**config.mk**
```make
export PLATFORM = sky130hd
export DESIGN_NAME = ssc_port
export DESIGN_NICKNAME = d
export VERILOG_FILES = /design/src/ssc_pkg.sv /design/src/ssc_fifo.sv /design/src/ssc_port.sv /design/src/ssc_sample_mem.sv
export SDC_FILE = /design/constraint.sdc
export NUM_CORES = 2
export LEC_CHECK = 0
export ABC_AREA = 1
export BUFFER_PORTS_ARGS = -buffer_cell sky130_fd_sc_hd__buf_2
export CAP_MARGIN = 20
export CORE_UTILIZATION = 30
export DETAILED_ROUTE_END_ITERATION = 8
export PLACE_DENSITY_LB_ADDON = 0.25
export SYNTH_ARGS = -nofsm -noshare
export SYNTH_HDL_FRONTEND = slang
export SYNTH_SLANG_ARGS = --single-unit
```
**constraint.sdc**
```tcl
create_clock -name clock -period 3.8 [get_ports clock]
set_clock_uncertainty 0.2 [all_clocks]
set_input_delay 0.38 -clock clock [delete_from_list [all_inputs] [get_ports clock]]
set_output_delay 0.38 -clock clock [all_outputs]
set_load 0.1 [all_outputs]
```
**src/ssc_pkg.sv**
```systemverilog
package ssc_pkg;

   ////////////////////////////////////////////////////////////////////////////
   // Word and sample sizes
   localparam int WORD_BITS = 32;
   localparam int SRC_BITS = 24;
   localparam int NUM_SLOTS = 16;
   localparam logic [5:0] WORD_BITS_CNT = 6'h20;

   ////////////////////////////////////////////////////////////////////////////
   // Serial slave framing
   localparam logic [4:0] HDR_END = 5'h18;
   localparam logic [4:0] HDR_LAST = 5'h17;
   localparam int RW_POS = 0;
   localparam logic [15:0] BURST_FIRST = 16'he50c;
   localparam logic [15:0] BURST_LAST = 16'he51b;
   localparam logic [15:0] ADDR_STEP = 16'h0001;
   localparam logic [1:0] LEN_8 = 2'h0;
   localparam logic [1:0] LEN_16 = 2'h1;
   localparam logic [1:0] LEN_32 = 2'h2;
   localparam logic [5:0] BITS_8 = 6'h08;
   localparam logic [5:0] BITS_16 = 6'h10;

   ////////////////////////////////////////////////////////////////////////////
   // Capture port configuration
   localparam int CAP_EN_POS = 6;
   localparam int CFG_RATE_POS = 0;
   localparam int CFG_SIZE_POS = 1;
   localparam int CFG_GAP_POS = 2;
   localparam int CFG_XFER_LO = 3;
   localparam int CFG_POL_POS = 5;
   localparam logic [1:0] XFER_WAVE = 2'h1;
   localparam logic [1:0] XFER_POWER = 2'h2;
   localparam logic [3:0] SLOT_FIRST_ALL = 4'h0;
   localparam logic [3:0] SLOT_FIRST_POWER = 4'h7;
   localparam logic [4:0] COUNT_ALL = 5'h10;
   localparam logic [4:0] COUNT_WAVE = 5'h07;
   localparam logic [4:0] COUNT_POWER = 5'h09;
   localparam logic [3:0] SLOT_NEUTRAL = 4'h6;
   localparam logic [3:0] SLOT_REACTIVE = 4'hd;
   localparam logic [2:0] GAP_CYCLES = 3'h7;

   ////////////////////////////////////////////////////////////////////////////
   // Capture clock from the 100 MHz clock, in half nanoseconds
   localparam int CLK_MHZ = 100;
   localparam int CAP_FAST_MHZ = 8;
   localparam int CAP_SLOW_MHZ = 4;
   localparam logic [8:0] CLK_HNS = 9'(2000 / CLK_MHZ);
   localparam logic [8:0] HALF_FAST_HNS = 9'(1000 / CAP_FAST_MHZ);
   localparam logic [8:0] HALF_SLOW_HNS = 9'(1000 / CAP_SLOW_MHZ);

   ////////////////////////////////////////////////////////////////////////////
   // Carriers
   typedef struct packed {
      logic [1:0] reserved;
      logic select_polarity;
      logic [1:0] word_set_select;
      logic interword_gap_enable;
      logic size_8bit;
      logic rate_slow;
   } ssc_cap_cfg_t;

   typedef struct packed {
      logic [15:0] addr;
      logic [31:0] data;
      logic [1:0] len;
   } ssc_wr_t;

   typedef struct packed {
      logic [15:0] addr;
      logic [31:0] data;
   } ssc_rd_t;

   function automatic logic [WORD_BITS-1:0] sext(input logic [SRC_BITS-1:0] v);
      sext = {{(WORD_BITS - SRC_BITS){v[SRC_BITS-1]}}, v};
   endfunction : sext

endpackage : ssc_pkg

```
**src/ssc_fifo.sv**
```systemverilog
`timescale 1ns/10ps
`default_nettype none
module ssc_fifo #(
   parameter int WIDTH = 32,
   parameter int DEPTH = 4
) (
   // Clock and reset
   input wire logic clock,
   input wire logic rst,
   input wire logic clear,
   // Fill side
   input wire logic in_valid,
   output logic in_ready,
   input wire logic [WIDTH-1:0] in_data,
   // Drain side
   output logic out_valid,
   input wire logic out_ready,
   output logic [WIDTH-1:0] out_data
);

   localparam int PW = $clog2(DEPTH);

   typedef struct packed {
      logic [DEPTH-1:0][WIDTH-1:0] mem;
      logic [PW-1:0] wp;
      logic [PW-1:0] rp;
      logic [PW:0] cnt;
   } ssc_fifo_st_t;

   ssc_fifo_st_t st_reg;
   ssc_fifo_st_t st_next;
   logic push;
   logic pop;

   assign in_ready = st_reg.cnt != (PW + 1)'(DEPTH);
   assign out_valid = st_reg.cnt != '0;
   assign out_data = st_reg.mem[st_reg.rp];
   assign push = in_valid & in_ready;
   assign pop = out_valid & out_ready;

   always_comb
   begin
      st_next = st_reg;
      if (push)
      begin
         st_next.mem[st_reg.wp] = in_data;
         st_next.wp = st_reg.wp + 1'b1;
      end
      if (pop)
      begin
         st_next.rp = st_reg.rp + 1'b1;
      end
      st_next.cnt = st_reg.cnt + (PW + 1)'(push) - (PW + 1)'(pop);
      if (clear)
      begin
         st_next.wp = '0;
         st_next.rp = '0;
         st_next.cnt = '0;
      end
   end

   always_ff @(posedge clock)
   begin
      if (rst)
         st_reg <= '0;
      else
         st_reg <= st_next;
   end

endmodule : ssc_fifo
`default_nettype wire

```
**src/ssc_port.sv**
```systemverilog
`timescale 1ns/10ps
`default_nettype none
// Notes on behaviour
// - Host changes data on falling clock; device samples on rising clock.
// - Upper seven command bits are ignored by the device.
// - Command bit 0 picks write (0) or read (1).
// - Write ends with select and clock high; device lines go high impedance.
// - Read data starts on the falling edge after the last address bit.
// - After the last read bit the host ends; data out goes high impedance.
// - Burst reads cover 0xE50C to 0xE51B, each a 32-bit word.
// - In burst the next address follows at once until select rises or 0xE51B has been sent.
// - Capture port is off after reset until enable bit 6 is set.
// - Capture runs only with the two-wire port selected, not serial slave.
// - Capture sends up to sixteen 32-bit words in fixed slot order.
// - Each 24-bit source sample is sign-extended to 32 bits.
// - Variants lacking neutral or reactive send all-zero words there.
// - Capture port is master: drives its clock, select and data.
// - Capture select stays active for the whole of each 32- or 8-bit package.
// - Rate bit picks 8 MHz or 4 MHz; bits launch on falling edges.
// - Gap bit inserts seven idle clocks between 32- or 8-bit packages.
// - Word set: 00 all, 01 seven waves, 10 nine powers, 11 as 00.
// - Polarity 0 makes select active low; 1 active high; inactive in gaps.
module ssc_port
   import ssc_pkg::*;
#(
   parameter bit HAS_NEUTRAL = 1'b1,
   parameter bit HAS_REACTIVE = 1'b1
) (
   // Clock and reset
   input wire logic clock,
   input wire logic rst,
   // Serial slave pins
   input wire logic sclk_pin,
   input wire logic ss_n_pin,
   input wire logic mosi_pin,
   output logic miso_out,
   output logic miso_oe,
   // Register access toward the core
   output logic reg_wr_strobe,
   output ssc_wr_t reg_wr,
   output logic reg_rd_req,
   output logic [15:0] reg_rd_addr,
   input wire logic [WORD_BITS-1:0] reg_rd_data,
   input wire logic [1:0] reg_rd_len,
   // Sample snapshot from the core
   input wire logic sample_wr_en,
   input wire logic [3:0] sample_wr_slot,
   input wire logic [SRC_BITS-1:0] sample_wr_value,
   input wire logic frame_strobe,
   // Port selection and configuration
   input wire logic spi_selected,
   input wire logic [7:0] device_config,
   input wire ssc_cap_cfg_t capture_configuration_reg,
   // Capture stream port
   output logic capture_serial_clock,
   output logic capture_word_select,
   output logic capture_serial_out,
   output logic capture_busy
);

   typedef enum logic [3:0] {
      CAP_IDLE = 4'b0001,
      CAP_START = 4'b0010,
      CAP_SHIFT = 4'b0100,
      CAP_GAP = 4'b1000
   } ssc_cap_state_t;

   typedef struct packed {
      logic [2:0] sclk_s;
      logic [2:0] ss_s;
      logic [1:0] mosi_s;
      logic [4:0] hdr_cnt;
      logic [23:0] hdr;
      logic [WORD_BITS-1:0] wdata;
      logic [5:0] wcnt;
      logic rd_active;
      logic burst;
      logic tx_wait;
      logic tx_from_mem;
      logic [15:0] cur_addr;
      logic [WORD_BITS-1:0] tx;
      logic [5:0] tx_cnt;
      logic miso;
      logic miso_oe;
      logic wr_strobe;
      ssc_wr_t wr;
      logic rd_req;
      ssc_cap_state_t cstate;
      logic cclk;
      logic [8:0] acc;
      logic [WORD_BITS-1:0] shreg;
      logic [5:0] sent;
      logic [2:0] gap_cnt;
      logic [4:0] words_left;
      logic [3:0] fetch_slot;
      logic [4:0] fetch_left;
      logic fetch_pend;
      logic [3:0] pend_slot;
      logic ws;
      logic sout;
   } ssc_port_st_t;

   ssc_port_st_t st_reg;
   ssc_port_st_t st_next;
   ssc_port_st_t s;
   logic [3:0] mem_slot;
   logic [WORD_BITS-1:0] mem_rdata;
   logic fifo_in_ready;
   logic [WORD_BITS-1:0] fifo_in_data;
   logic fifo_out_valid;
   logic fifo_pop;
   logic [WORD_BITS-1:0] fifo_out_data;
   logic fifo_clear;

   assign s = st_reg;

   function automatic logic in_burst(input logic [15:0] a);
      in_burst = (a >= BURST_FIRST) && (a <= BURST_LAST);
   endfunction : in_burst

   function automatic logic [WORD_BITS-1:0] left_just(input logic [WORD_BITS-1:0] d,
                                                      input logic [1:0] len);
      unique case (len)
         LEN_8: left_just = {d[7:0], 24'h000000};
         LEN_16: left_just = {d[15:0], 16'h0000};
         default: left_just = d;
      endcase
   endfunction : left_just

   ////////////////////////////////////////////////////////////////////////////
   // Snapshot memory and stream buffer
   ssc_sample_mem u_mem (
      .clock(clock),
      .rst(rst),
      .wr_en(sample_wr_en),
      .wr_slot(sample_wr_slot),
      .wr_data(sext(sample_wr_value)),
      .rd_slot(mem_slot),
      .rd_data(mem_rdata)
   );

   ssc_fifo #(
      .WIDTH(WORD_BITS),
      .DEPTH(4)
   ) u_fifo (
      .clock(clock),
      .rst(rst),
      .clear(fifo_clear),
      .in_valid(s.fetch_pend),
      .in_ready(fifo_in_ready),
      .in_data(fifo_in_data),
      .out_valid(fifo_out_valid),
      .out_ready(fifo_pop),
      .out_data(fifo_out_data)
   );

   // Missing channels enter the capture buffer as zero; serial burst reads are not masked
   assign fifo_in_data = ((!HAS_NEUTRAL && s.pend_slot == SLOT_NEUTRAL) ||
                          (!HAS_REACTIVE && s.pend_slot >= SLOT_REACTIVE)) ?
                         '0 : mem_rdata;

   ////////////////////////////////////////////////////////////////////////////
   // Next state
   always_comb
   begin
      logic sclk_rise;
      logic sclk_fall;
      logic ss_high;
      logic [23:0] hdr_full;
      logic [15:0] next_addr;
      logic [5:0] tx_cnt_inc;
      logic cap_on;
      logic [8:0] acc_sum;
      logic [8:0] half;
      logic cap_fall;
      logic do_load;
      logic do_send;
      logic ws_active;
      logic pkg_end;
      ssc_cap_cfg_t cfg;
      sclk_rise = 1'b0;
      sclk_fall = 1'b0;
      ss_high = 1'b0;
      hdr_full = '0;
      next_addr = '0;
      tx_cnt_inc = '0;
      cap_on = 1'b0;
      acc_sum = '0;
      half = '0;
      cap_fall = 1'b0;
      do_load = 1'b0;
      do_send = 1'b0;
      ws_active = 1'b0;
      pkg_end = 1'b0;
      cfg = capture_configuration_reg;
      st_next = st_reg;
      fifo_pop = 1'b0;
      fifo_clear = 1'b0;

      // Pin synchronisers, edges from second and third stage only
      st_next.sclk_s = {s.sclk_s[1:0], sclk_pin};
      st_next.ss_s = {s.ss_s[1:0], ss_n_pin};
      st_next.mosi_s = {s.mosi_s[0], mosi_pin};
      sclk_rise = s.sclk_s[1] & ~s.sclk_s[2];
      sclk_fall = ~s.sclk_s[1] & s.sclk_s[2];
      ss_high = s.ss_s[1];
      hdr_full = {s.hdr[22:0], s.mosi_s[1]};
      next_addr = s.cur_addr + ADDR_STEP;
      tx_cnt_inc = s.tx_cnt + 1'b1;
      st_next.wr_strobe = 1'b0;
      st_next.rd_req = 1'b0;

      //////////////////////////////////////////////////////////////////////////
      // Serial slave
      if (ss_high)
      begin
         // Completed write is handed over as select rises
         if (!s.ss_s[2] && s.hdr_cnt == HDR_END && !s.hdr[16 + RW_POS] &&
             (s.wcnt == BITS_8 || s.wcnt == BITS_16 || s.wcnt == WORD_BITS_CNT))
         begin
            st_next.wr_strobe = 1'b1;
            st_next.wr.addr = s.hdr[15:0];
            st_next.wr.data = s.wdata;
            st_next.wr.len = (s.wcnt == BITS_8) ? LEN_8 :
                             (s.wcnt == BITS_16) ? LEN_16 : LEN_32;
         end
         st_next.hdr_cnt = '0;
         st_next.wcnt = '0;
         st_next.wdata = '0;
         st_next.rd_active = 1'b0;
         st_next.burst = 1'b0;
         st_next.tx_wait = 1'b0;
         st_next.tx_cnt = '0;
         st_next.miso_oe = 1'b0;
      end
      else
      begin
         if (sclk_rise)
         begin
            if (s.hdr_cnt != HDR_END)
            begin
               st_next.hdr = hdr_full;
               st_next.hdr_cnt = s.hdr_cnt + 1'b1;
               // Only bit 0 of the command is decoded
               if (s.hdr_cnt == HDR_LAST && hdr_full[16 + RW_POS])
               begin
                  st_next.rd_active = 1'b1;
                  st_next.cur_addr = hdr_full[15:0];
                  st_next.burst = in_burst(hdr_full[15:0]);
                  st_next.tx_from_mem = in_burst(hdr_full[15:0]);
                  st_next.tx_wait = 1'b1;
                  st_next.rd_req = ~in_burst(hdr_full[15:0]);
                  st_next.tx = '0;
               end
            end
            else if (!s.hdr[16 + RW_POS])
            begin
               st_next.wdata = {s.wdata[WORD_BITS-2:0], s.mosi_s[1]};
               if (s.wcnt != '1)
                  st_next.wcnt = s.wcnt + 1'b1;
            end
         end
         if (s.tx_wait)
         begin
            st_next.tx_wait = 1'b0;
            st_next.tx = s.tx_from_mem ? mem_rdata : left_just(reg_rd_data, reg_rd_len);
            st_next.tx_cnt = '0;
         end
         else if (sclk_fall && s.rd_active && s.hdr_cnt == HDR_END)
         begin
            st_next.miso_oe = 1'b1;
            st_next.miso = s.tx[WORD_BITS-1];
            st_next.tx = {s.tx[WORD_BITS-2:0], 1'b0};
            st_next.tx_cnt = tx_cnt_inc;
            // Next word fetched right after the last bit of this one
            if (s.burst && tx_cnt_inc == WORD_BITS_CNT && in_burst(next_addr))
            begin
               st_next.cur_addr = next_addr;
               st_next.tx_from_mem = 1'b1;
               st_next.tx_wait = 1'b1;
            end
         end
      end

      // Slot of the address being set up, data ready next cycle
      mem_slot = st_next.cur_addr[3:0] - BURST_FIRST[3:0];
      //////////////////////////////////////////////////////////////////////////
      // Capture clock generator
      cap_on = device_config[CAP_EN_POS] & ~spi_selected;
      half = cfg.rate_slow ? HALF_SLOW_HNS : HALF_FAST_HNS;
      acc_sum = s.acc + CLK_HNS;
      if (s.cstate != CAP_IDLE || !s.cclk)
      begin
         if (acc_sum >= half)
         begin
            st_next.acc = acc_sum - half;
            st_next.cclk = ~s.cclk;
            cap_fall = s.cclk;
         end
         else
            st_next.acc = acc_sum;
      end
      else
         st_next.acc = '0;

      //////////////////////////////////////////////////////////////////////////
      // Fetch words from the snapshot into the buffer
      st_next.fetch_pend = 1'b0;
      if (s.cstate != CAP_IDLE && s.fetch_left != '0 && !s.fetch_pend && fifo_in_ready)
      begin
         mem_slot = s.fetch_slot;
         st_next.fetch_pend = 1'b1;
         st_next.pend_slot = s.fetch_slot;
         st_next.fetch_slot = s.fetch_slot + 1'b1;
         st_next.fetch_left = s.fetch_left - 1'b1;
      end

      //////////////////////////////////////////////////////////////////////////
      // Capture sequencer
      ws_active = cfg.select_polarity;
      pkg_end = (s.sent == WORD_BITS_CNT) || (cfg.size_8bit && s.sent[2:0] == 3'h0);
      unique case (s.cstate)
         CAP_IDLE:
         begin
            st_next.ws = ~ws_active;
            st_next.sout = 1'b1;
            if (cap_on && frame_strobe)
            begin
               st_next.cstate = CAP_START;
               unique case (cfg.word_set_select)
                  XFER_WAVE:
                  begin
                     st_next.fetch_slot = SLOT_FIRST_ALL;
                     st_next.fetch_left = COUNT_WAVE;
                  end
                  XFER_POWER:
                  begin
                     st_next.fetch_slot = SLOT_FIRST_POWER;
                     st_next.fetch_left = COUNT_POWER;
                  end
                  default:
                  begin
                     st_next.fetch_slot = SLOT_FIRST_ALL;
                     st_next.fetch_left = COUNT_ALL;
                  end
               endcase
               st_next.words_left = st_next.fetch_left;
            end
         end
         CAP_START:
         begin
            if (cap_fall && fifo_out_valid)
               do_load = 1'b1;
         end
         CAP_SHIFT:
         begin
            if (cap_fall)
            begin
               if (cfg.interword_gap_enable && pkg_end &&
                   !(s.sent == WORD_BITS_CNT && s.words_left == '0))
               begin
                  st_next.cstate = CAP_GAP;
                  st_next.gap_cnt = GAP_CYCLES - 1'b1;
                  st_next.ws = ~ws_active;
               end
               else if (s.sent == WORD_BITS_CNT)
               begin
                  if (s.words_left == '0)
                  begin
                     st_next.cstate = CAP_IDLE;
                     st_next.ws = ~ws_active;
                     st_next.sout = 1'b1;
                  end
                  else if (fifo_out_valid)
                     do_load = 1'b1;
                  else
                  begin
                     st_next.cstate = CAP_START;
                     st_next.ws = ~ws_active;
                  end
               end
               else
                  do_send = 1'b1;
            end
         end
         CAP_GAP:
         begin
            if (cap_fall)
            begin
               if (s.gap_cnt != '0)
                  st_next.gap_cnt = s.gap_cnt - 1'b1;
               else if (s.sent != WORD_BITS_CNT)
               begin
                  st_next.cstate = CAP_SHIFT;
                  st_next.ws = ws_active;
                  do_send = 1'b1;
               end
               else if (fifo_out_valid)
                  do_load = 1'b1;
               else
                  st_next.cstate = CAP_START;
            end
         end
      endcase

      if (do_load)
      begin
         fifo_pop = 1'b1;
         st_next.cstate = CAP_SHIFT;
         st_next.ws = ws_active;
         st_next.sout = fifo_out_data[WORD_BITS-1];
         st_next.shreg = {fifo_out_data[WORD_BITS-2:0], 1'b0};
         st_next.sent = 6'h01;
         st_next.words_left = s.words_left - 1'b1;
      end
      if (do_send)
      begin
         st_next.sout = s.shreg[WORD_BITS-1];
         st_next.shreg = {s.shreg[WORD_BITS-2:0], 1'b0};
         st_next.sent = s.sent + 1'b1;
      end

      // Disabling drops any frame in flight
      if (!cap_on && s.cstate != CAP_IDLE)
      begin
         st_next.cstate = CAP_IDLE;
         st_next.fetch_left = '0;
         st_next.fetch_pend = 1'b0;
         st_next.ws = ~ws_active;
         st_next.sout = 1'b1;
         fifo_clear = 1'b1;
         fifo_pop = 1'b0;
      end
   end

   ////////////////////////////////////////////////////////////////////////////
   // State register; capture pins high after reset
   always_ff @(posedge clock)
   begin
      if (rst)
      begin
         st_reg <= '0;
         st_reg.sclk_s <= 3'h7;
         st_reg.ss_s <= 3'h7;
         st_reg.cstate <= CAP_IDLE;
         st_reg.cclk <= 1'b1;
         st_reg.ws <= 1'b1;
         st_reg.sout <= 1'b1;
      end
      else
         st_reg <= st_next;
   end

   ////////////////////////////////////////////////////////////////////////////
   // Outputs
   assign miso_out = s.miso;
   assign miso_oe = s.miso_oe;
   assign reg_wr_strobe = s.wr_strobe;
   assign reg_wr = s.wr;
   assign reg_rd_req = s.rd_req;
   assign reg_rd_addr = s.cur_addr;
   assign capture_serial_clock = s.cclk;
   assign capture_word_select = s.ws;
   assign capture_serial_out = s.sout;
   assign capture_busy = s.cstate != CAP_IDLE;

endmodule : ssc_port
`default_nettype wire

```
**src/ssc_sample_mem.sv**
```systemverilog
`timescale 1ns/10ps
`default_nettype none
module ssc_sample_mem
   import ssc_pkg::*;
(
   // Clock and reset
   input wire logic clock,
   input wire logic rst,
   // Write port
   input wire logic wr_en,
   input wire logic [3:0] wr_slot,
   input wire logic [WORD_BITS-1:0] wr_data,
   // Read port
   input wire logic [3:0] rd_slot,
   output logic [WORD_BITS-1:0] rd_data
);

   typedef struct packed {
      logic [NUM_SLOTS-1:0][WORD_BITS-1:0] mem;
      logic [WORD_BITS-1:0] rdata;
   } ssc_mem_st_t;

   ssc_mem_st_t st_reg;
   ssc_mem_st_t st_next;

   always_comb
   begin
      st_next = st_reg;
      st_next.rdata = st_reg.mem[rd_slot];
      if (wr_en)
      begin
         st_next.mem[wr_slot] = wr_data;
      end
   end

   always_ff @(posedge clock)
   begin
      if (rst)
         st_reg <= '0;
      else
         st_reg <= st_next;
   end

   assign rd_data = st_reg.rdata;

endmodule : ssc_sample_mem
`default_nettype wire

```
Word level (Yosys, flattened, before mapping)
Index checks and enable logic that the tools add are counted.
{"block": "word_totals", "reg_bits": 941, "wordCells": 305}
{"block": "classes", "add_sub_neg": 16, "n_lt_le_gt_ge": 11, "n_eq_ne": 41, "muxes": 86, "n_bitwise": 18, "n_reduce_logical": 73}
{"operator": "$bwmux W512", "n": 1}
{"operator": "$mux W32", "n": 5}
{"operator": "$mux W50", "n": 3}
{"operator": "$bmux W32 S4", "n": 1}
{"operator": "$bwmux W128", "n": 1}
{"operator": "$demux W32 S4", "n": 1}
{"operator": "$mux W38", "n": 3}
{"operator": "$bmux W32 S2", "n": 1}
{"operator": "$demux W32 S2", "n": 1}
{"operator": "$pmux W32 S2", "n": 1}
{"operator": "$mux W58", "n": 1}
{"operator": "$mux W51", "n": 1}
{"operator": "$mux W14", "n": 3}
{"operator": "$mux W4", "n": 10}
{"operator": "$mux W36", "n": 1}
{"operator": "$ne A4 B4 Y1 const B", "n": 9}
{"operator": "$ge A16 B16 Y1 const B", "n": 2}
{"operator": "$le A16 B16 Y1 const B", "n": 2}
{"operator": "$mux W1", "n": 29}
{"operator": "$logic_and A1 B1 Y1", "n": 22}
{"operator": "$add A6 B1 Y6 const B", "n": 3}
{"operator": "$eq A6 B6 Y1 const B", "n": 3}
{"operator": "$mux W18", "n": 1}
{"operator": "$ne A3 B3 Y1 const B", "n": 6}
{"operator": "other kinds (60)", "n": 134}

Logic depth before layout (Yosys ltp)
{"block": "logic_depth", "ltp_word": 13, "mapped_depth": 26}

Hierarchy
From an unflattened synthesis, not the netlist that was laid out.
{"block": "unflattened", "cells_unflattened": 6423, "area_unflattened_um2": 45311.0}
{"module": "ssc_sample_mem", "instances": 1, "cells_each": 3473, "area_each_um2": 25238.0, "seq_area_each_um2": 10890.4}
{"module": "ssc_port", "instances": 1, "cells_each": 1711, "area_each_um2": 12527.0, "seq_area_each_um2": 5024.8}
{"module": "ssc_fifo", "instances": 1, "cells_each": 1239, "area_each_um2": 7546.0, "seq_area_each_um2": 2702.6}

Least setup slack after synthesis
No wires, ideal clock.
{"block": "synth_timing", "path_type": "register to register", "startpoint": "reg st_reg (netlist bit s[75])", "endpoint": "reg u_fifo.st_reg[2] in the netlist's numbering", "setup_ps": 70, "arrival_time_ps": 3569, "setup_slack_ps": -40, "stages_incl_launch_ff": 16, "path_buffers": 1, "path_cell_list": "dfxtp_1 -> nor2_1 -> nand3_1 -> inv_1 -> nor2_1 -> nand2_1 -> inv_1 -> nand2_1 -> clkbuf_1 -> nor2_1 -> ha_1 -> inv_1 -> ha_1 -> fa_1 -> or2_2 -> a21oi_1"}
{"block": "synth_via", "elab_chain_len": 10}
{"element": "start: declaration", "line": "ssc_port.sv:103", "rtl": "ssc_port_st_t st_reg;"}
{"element": "start signal: assignment", "line": "ssc_port.sv:451", "rtl": "st_reg <= st_next;"}
{"element": "$ne A4 B1 Y1 (*)"}
{"element": "via capture_busy", "line": "ssc_port.sv:58", "rtl": "output logic capture_busy"}
{"element": "$logic_or A1 B1 Y1", "line": "ssc_port.sv:292", "rtl": "if (s.cstate != CAP_IDLE || !s.cclk)"}
{"element": "$mux W1", "line": "ssc_port.sv:292"}
{"element": "$logic_and A1 B1 Y1", "line": "ssc_port.sv:352", "rtl": "if (cap_fall && fifo_out_valid)"}
{"element": "$mux W1", "line": "ssc_port.sv:352"}
{"element": "$pmux W1 S3", "line": "ssc_port.sv:322", "rtl": "unique case (s.cstate)"}
{"element": "$mux W1", "line": "ssc_port.sv:406", "rtl": "if (do_load)"}
{"element": "$mux W1 (*)", "line": "ssc_port.sv:424", "rtl": "if (!cap_on && s.cstate != CAP_IDLE)"}
{"element": "$and A1 B1 Y1 (*)", "line": "ssc_fifo.sv:39", "rtl": "assign pop = out_valid & out_ready;"}
{"element": "via u_fifo.pop", "line": "ssc_fifo.sv:33", "rtl": "logic pop;"}
{"element": "$sub A3 B1 Y3 (*)", "line": "ssc_fifo.sv:53", "rtl": "st_next.cnt = st_reg.cnt + (PW + 1)'(push) - (PW + 1)'(pop);"}
{"element": "end signal: assignment", "line": "ssc_fifo.sv:67", "rtl": "st_reg <= st_next;"}
{"element": "end: declaration", "line": "ssc_fifo.sv:30", "rtl": "ssc_fifo_st_t st_reg;"}
Mark *: on every way through the listed nets, which the timed path passes. The rest lies on a longest branch.
A chain may end at the register's enable or synchronous reset.

Final worst setup path
{"block": "layout_timing", "startpoint": "reg st_reg (netlist bit reg_rd_addr[0])", "endpoint": "reg u_mem.st_reg (netlist bit u_mem.rd_data[5])"}
{"block": "layout_via", "elab_chain_len": 12}
{"element": "$add A16 B1 Y16", "line": "ssc_port.sv:208", "rtl": "next_addr = s.cur_addr + ADDR_STEP;"}
{"element": "$ge A16 B16 Y1 / $le A16 B16 Y1 (equally long branches)", "line": "ssc_port.sv:118", "rtl": "in_burst = (a >= BURST_FIRST) && (a <= BURST_LAST);"}
{"element": "$logic_and A1 B1 Y1", "line": "ssc_port.sv:118"}
{"element": "$logic_and A1 B1 Y1", "line": "ssc_port.sv:276", "rtl": "if (s.burst && tx_cnt_inc == WORD_BITS_CNT && in_burst(next_addr))"}
{"element": "$mux W18", "line": "ssc_port.sv:276"}
{"element": "$mux W58", "line": "ssc_port.sv:269", "rtl": "else if (sclk_fall && s.rd_active && s.hdr_cnt == HDR_END)"}
{"element": "$mux W17", "line": "ssc_port.sv:263", "rtl": "if (s.tx_wait)"}
{"element": "$mux W36 (*)", "line": "ssc_port.sv:215", "rtl": "if (ss_high)"}
{"element": "$sub A4 B4 Y4 (*)", "line": "ssc_port.sv:286", "rtl": "mem_slot = st_next.cur_addr[3:0] - BURST_FIRST[3:0];"}
{"element": "$mux W4 (*)", "line": "ssc_port.sv:309", "rtl": "if (s.cstate != CAP_IDLE && s.fetch_left != '0 && !s.fetch_pend && fifo_in_ready)"}
{"element": "$bmux W32 S4 (*)", "line": "ssc_sample_mem.sv:29", "rtl": "st_next.rdata = st_reg.mem[rd_slot];"}
{"element": "$mux W32 (not written as such) (*)", "line": "ssc_sample_mem.sv:29"}
{"element": "end signal: assignment", "line": "ssc_sample_mem.sv:41", "rtl": "st_reg <= st_next;"}
{"element": "end: declaration", "line": "ssc_sample_mem.sv:23", "rtl": "ssc_mem_st_t st_reg;"}
Mark *: on every way between the ends. The rest lies on a longest branch, timed or not. The select of a mux whose other input is x is not followed.

==> flow_metrics.tcl <==
set metrics [dict create \
    worst_path_max_delay_cell "dfxtp_1" \
    peakVddDrop_mv 0.5926 \
    ant_nets 0 \
    synth_top_area_share_pct 43.72 \
    ys.flop_type "dfxtp_1" \
    leakagePower_uw 0.01623 \
    wire_per_inst_um 17.31 \
    dr.pass1.iters 6 \
    clock_path_buffers 3 \
    hpwl_mm 68.88 \
    remaining_drc_errors 0 \
    ff2ff_setup_slack_ns 0.18 \
    die_y_um 343.0 \
    hold_violations 0 \
    ys_warn_count 0 \
    root_buffer "clkbuf_16" \
    wl_mm 113.5 \
    reg2regPathDepth 21 \
    fmax_mhz 276.5 \
    fin_util_pct 35.06 \
    worstPathArrival_ns 3.94 \
    fin_crit_sh_pct 95.16 \
    post_route_cells_drive_above_1_share_pct 9.057 \
    cap_viol_max_count 0 \
    synth_nets 5147 \
    crit_buf_inv 4 \
    ys_types 52 \
    maxSlewViolCount 0 \
    core_area_sq_um 114800 \
    yosysTopAreaCell "dfxtp_1" \
    critPathLaunchType "flop" \
    crit_type "reg2reg" \
    grt_pass1_vias 29580 \
    crit_chain "buf_4, inv_1, nor2_4, nand2_1, nor2_1, nand2_1, nand2_1, nand2_1, nor2_2, nand3_1, nor2_4, buf_4, a21oi_1, o2bb2ai_1, or2_0, nand3_1, nand2_2, buf_12, nand2_1, nand2_1, nor2_1" \
    slew_headroom_pct 26.28 \
    synth_cells 5031 \
    r2r-end "u_mem.rd_data[5]" \
    path_clk_slew_ns 0.06 \
    cp_top_family "simple AND/OR/NAND/NOR gates" \
    place_area_sq_um 36760 \
    grt_start_max_net_pins 163 \
    max_stage_delay_ns 0.33 \
    die_x_um 343.0 \
    cts_made_buffers 88 \
    status "completed" \
    worstPathMaxFanout 39 \
    setup-violations-final 0 \
    holdPathStages 5 \
    largest_register_ff_count 384 \
    io_pins 160 \
    antenna_found_initial 8 \
    final_cells 6560 \
    hold_path.class "in2reg" \
    rr_startpoint "reg_rd_addr[0]" \
    num_vias 32590 \
    grt_pass1_wl_mm 175.8 \
    io_buffers 150 \
    grt_use_total_pct 18.75 \
    grt.overflow.total 0 \
    cts_tree "yes" \
    async_reset_ff_share_pct 0 \
    dp.cells 6363 \
    powerDensity_nw_per_um2 643.4 \
    min_to "s[136]" \
    multiInputGateArea_sq_um 15890 \
    regArea_sq_um 15260 \
    syn_area_sq_um 34890 \
    nets 5100 \
    globalplace.congestion 0.8375 \
    ys_seq_elements 762 \
    tns_ns 0 \
    die-area_sq_um 117700 \
    start_util_pct 30.39 \
    drt_iter0_drc 2596 \
    finalPower_uw 25900 \
    worst_pin_slew_ns 1.105 \
    vias_per_cell 4.967 \
    final_area_sq_um 40250 \
    syn_area_per_cell_sq_um 6.936 \
    yosys-top-cells-area "dfxtp_1 44%, o21ai_0 9.1%, nand2_1 8.9%, nand3_1 8.0%, a21oi_1 7.5%" \
    cts_num_sinks 762 \
    rows 124 \
    critical_path_required_ns 4.12 \
    h-tree-depth 3 \
    synth_edf_count 0 \
    clkLatencyLatePin_ns 0.66 \
    period_minus_slack_ns 3.616 \
    nFillCells 12310 \
    worstHoldStart "reg_rd_data[0]" \
    cp_common_cell "nand2_1" \
    synth.yosys.seq_area_share_pct 43.72 \
    area_growth_pct 15.37 \
    cp-end-kind "flop" \
]
[worst min-delay path: cells and delay by family]
kind | cells | cell delay [ns]
AO/OA/AOI/OAI | 2 | 0.26
buffers and inverters | 2 | 0.15
AND/OR/NAND/NOR | 1 | 0.07
[layout by cell type (no fill, tap or decap), types with 28 or more instances in the layout]
| cell type | instances |
|---|---|
| a21oi_1 | 519 |
| a31oi_1 | 34 |
| clkbuf_16 | 94 |
| nand2_1 | 820 |
| buf_4 | 88 |
| ha_1 | 28 |
| nand3_1 | 553 |
| o21ai_0 | 634 |
| nor2_1 | 517 |
| dlygate4sd3_1 | 38 |
| dfxtp_1 | 758 |
| inv_1 | 473 |
| buf_2 | 149 |
[report_power, final]
part           switching [uW]  leakage (uW)  total (uW)  internal [uW]
registers                 304       0.00616        8570           8270
logic                    5920       0.00864        8670           2750
clock network            3470       0.00143        8650           5180
[routing by layer]
| layer | vias up | global-route usage (%) | part of all wire, % |
|---|---|---|---|
| li1 | 16370 | - | - |
| met5 | - | 0 | 0.025 |
| met3 | 177 | 2.881 | 5.4 |
| met1 | 15190 | 25.77 | 46 |
| met4 | 6 | 5.380 | 2.6 |
| met2 | 852 | 30.21 | 46 |
[per-stage QoR]
step | hold WS [ns] | worst slack [ns]
6_report | 0.04210 | 0.1838
5_1_grt | 0.03275 | -0.01481
2_1_floorplan | 0.1883 | 0.07983
3_3_place_gp | 0.2009 | 0.2002
3_5_place_dp | 0.2000 | 0.1942
4_1_cts | 0.001165 | 0.1808
[cell usage after synthesis (4+ instances only)]
cell type	instances
nand2_1	826
dfxtp_1	762
o21ai_0	634
nand3_1	556
nor2_1	524
a21oi_1	520
inv_1	481
clkbuf_1	303
buf_4	74
buf_2	44
a31oi_1	35
ha_1	28
o22ai_1	27
nand4_1	21
buf_1	17
a211oi_1	16
a221oi_1	16
nor3_1	16
o211ai_1	16
nand3b_1	14
or2_2	12
xor2_1	12
a22oi_1	9
inv_2	6
o32ai_1	6
buf_6	5
clkinv_1	5
nor2_2	5
nor4_1	4
xnor2_1	4
[repair_timing]
action,in CTS,in global routing
hold buffers,38,0
setup endpoints to repair,0,24
hold endpoints to repair,241,0
setup buffers,0,1
gates resized for setup,0,17
[cell type report]
type	instances	area share (%)
repair buffers	306	6.033
clock buffers	130	6.546
diodes	2	0.01243
flip-flops and latches	762	37.91
inverters	492	4.606
well taps	1512	4.700
clock inverters	22	0.7211
multi-input cells	3334	39.47
[cell families (layout without fill, tap and decap cells)]
kind of cell	Yosys count	count (layout)	synth area share (%)
other cells	0	2	0
buf+inv	935	950	11.12
xor+xnor	16	16	0.4016
fa+ha+maj	30	30	1.119
simple gates	1991	1991	24.09
flops	762	762	43.72
compound gates	1297	1297	19.55
[how the worst max path moves through the flow]
stage | start | to | slack [ns] | depth (start not counted)
3_5_place_dp | reg_rd_addr[3] | u_mem.rd_data[30] | 0.19 | 18
6_report | reg_rd_addr[0] | u_mem.rd_data[5] | 0.18 | 21
2_1_floorplan | s[66] | u_fifo.st_reg[2] | 0.08 | 22
4_1_cts | reg_rd_addr[3] | u_mem.rd_data[30] | 0.18 | 18
5_1_grt | s[250] | u_mem.rd_data[6] | -0.01 | 23
3_3_place_gp | s[64] | u_fifo.st_reg[2] | 0.20 | 21
Note: power is estimated with default switching activity, not from simulation.
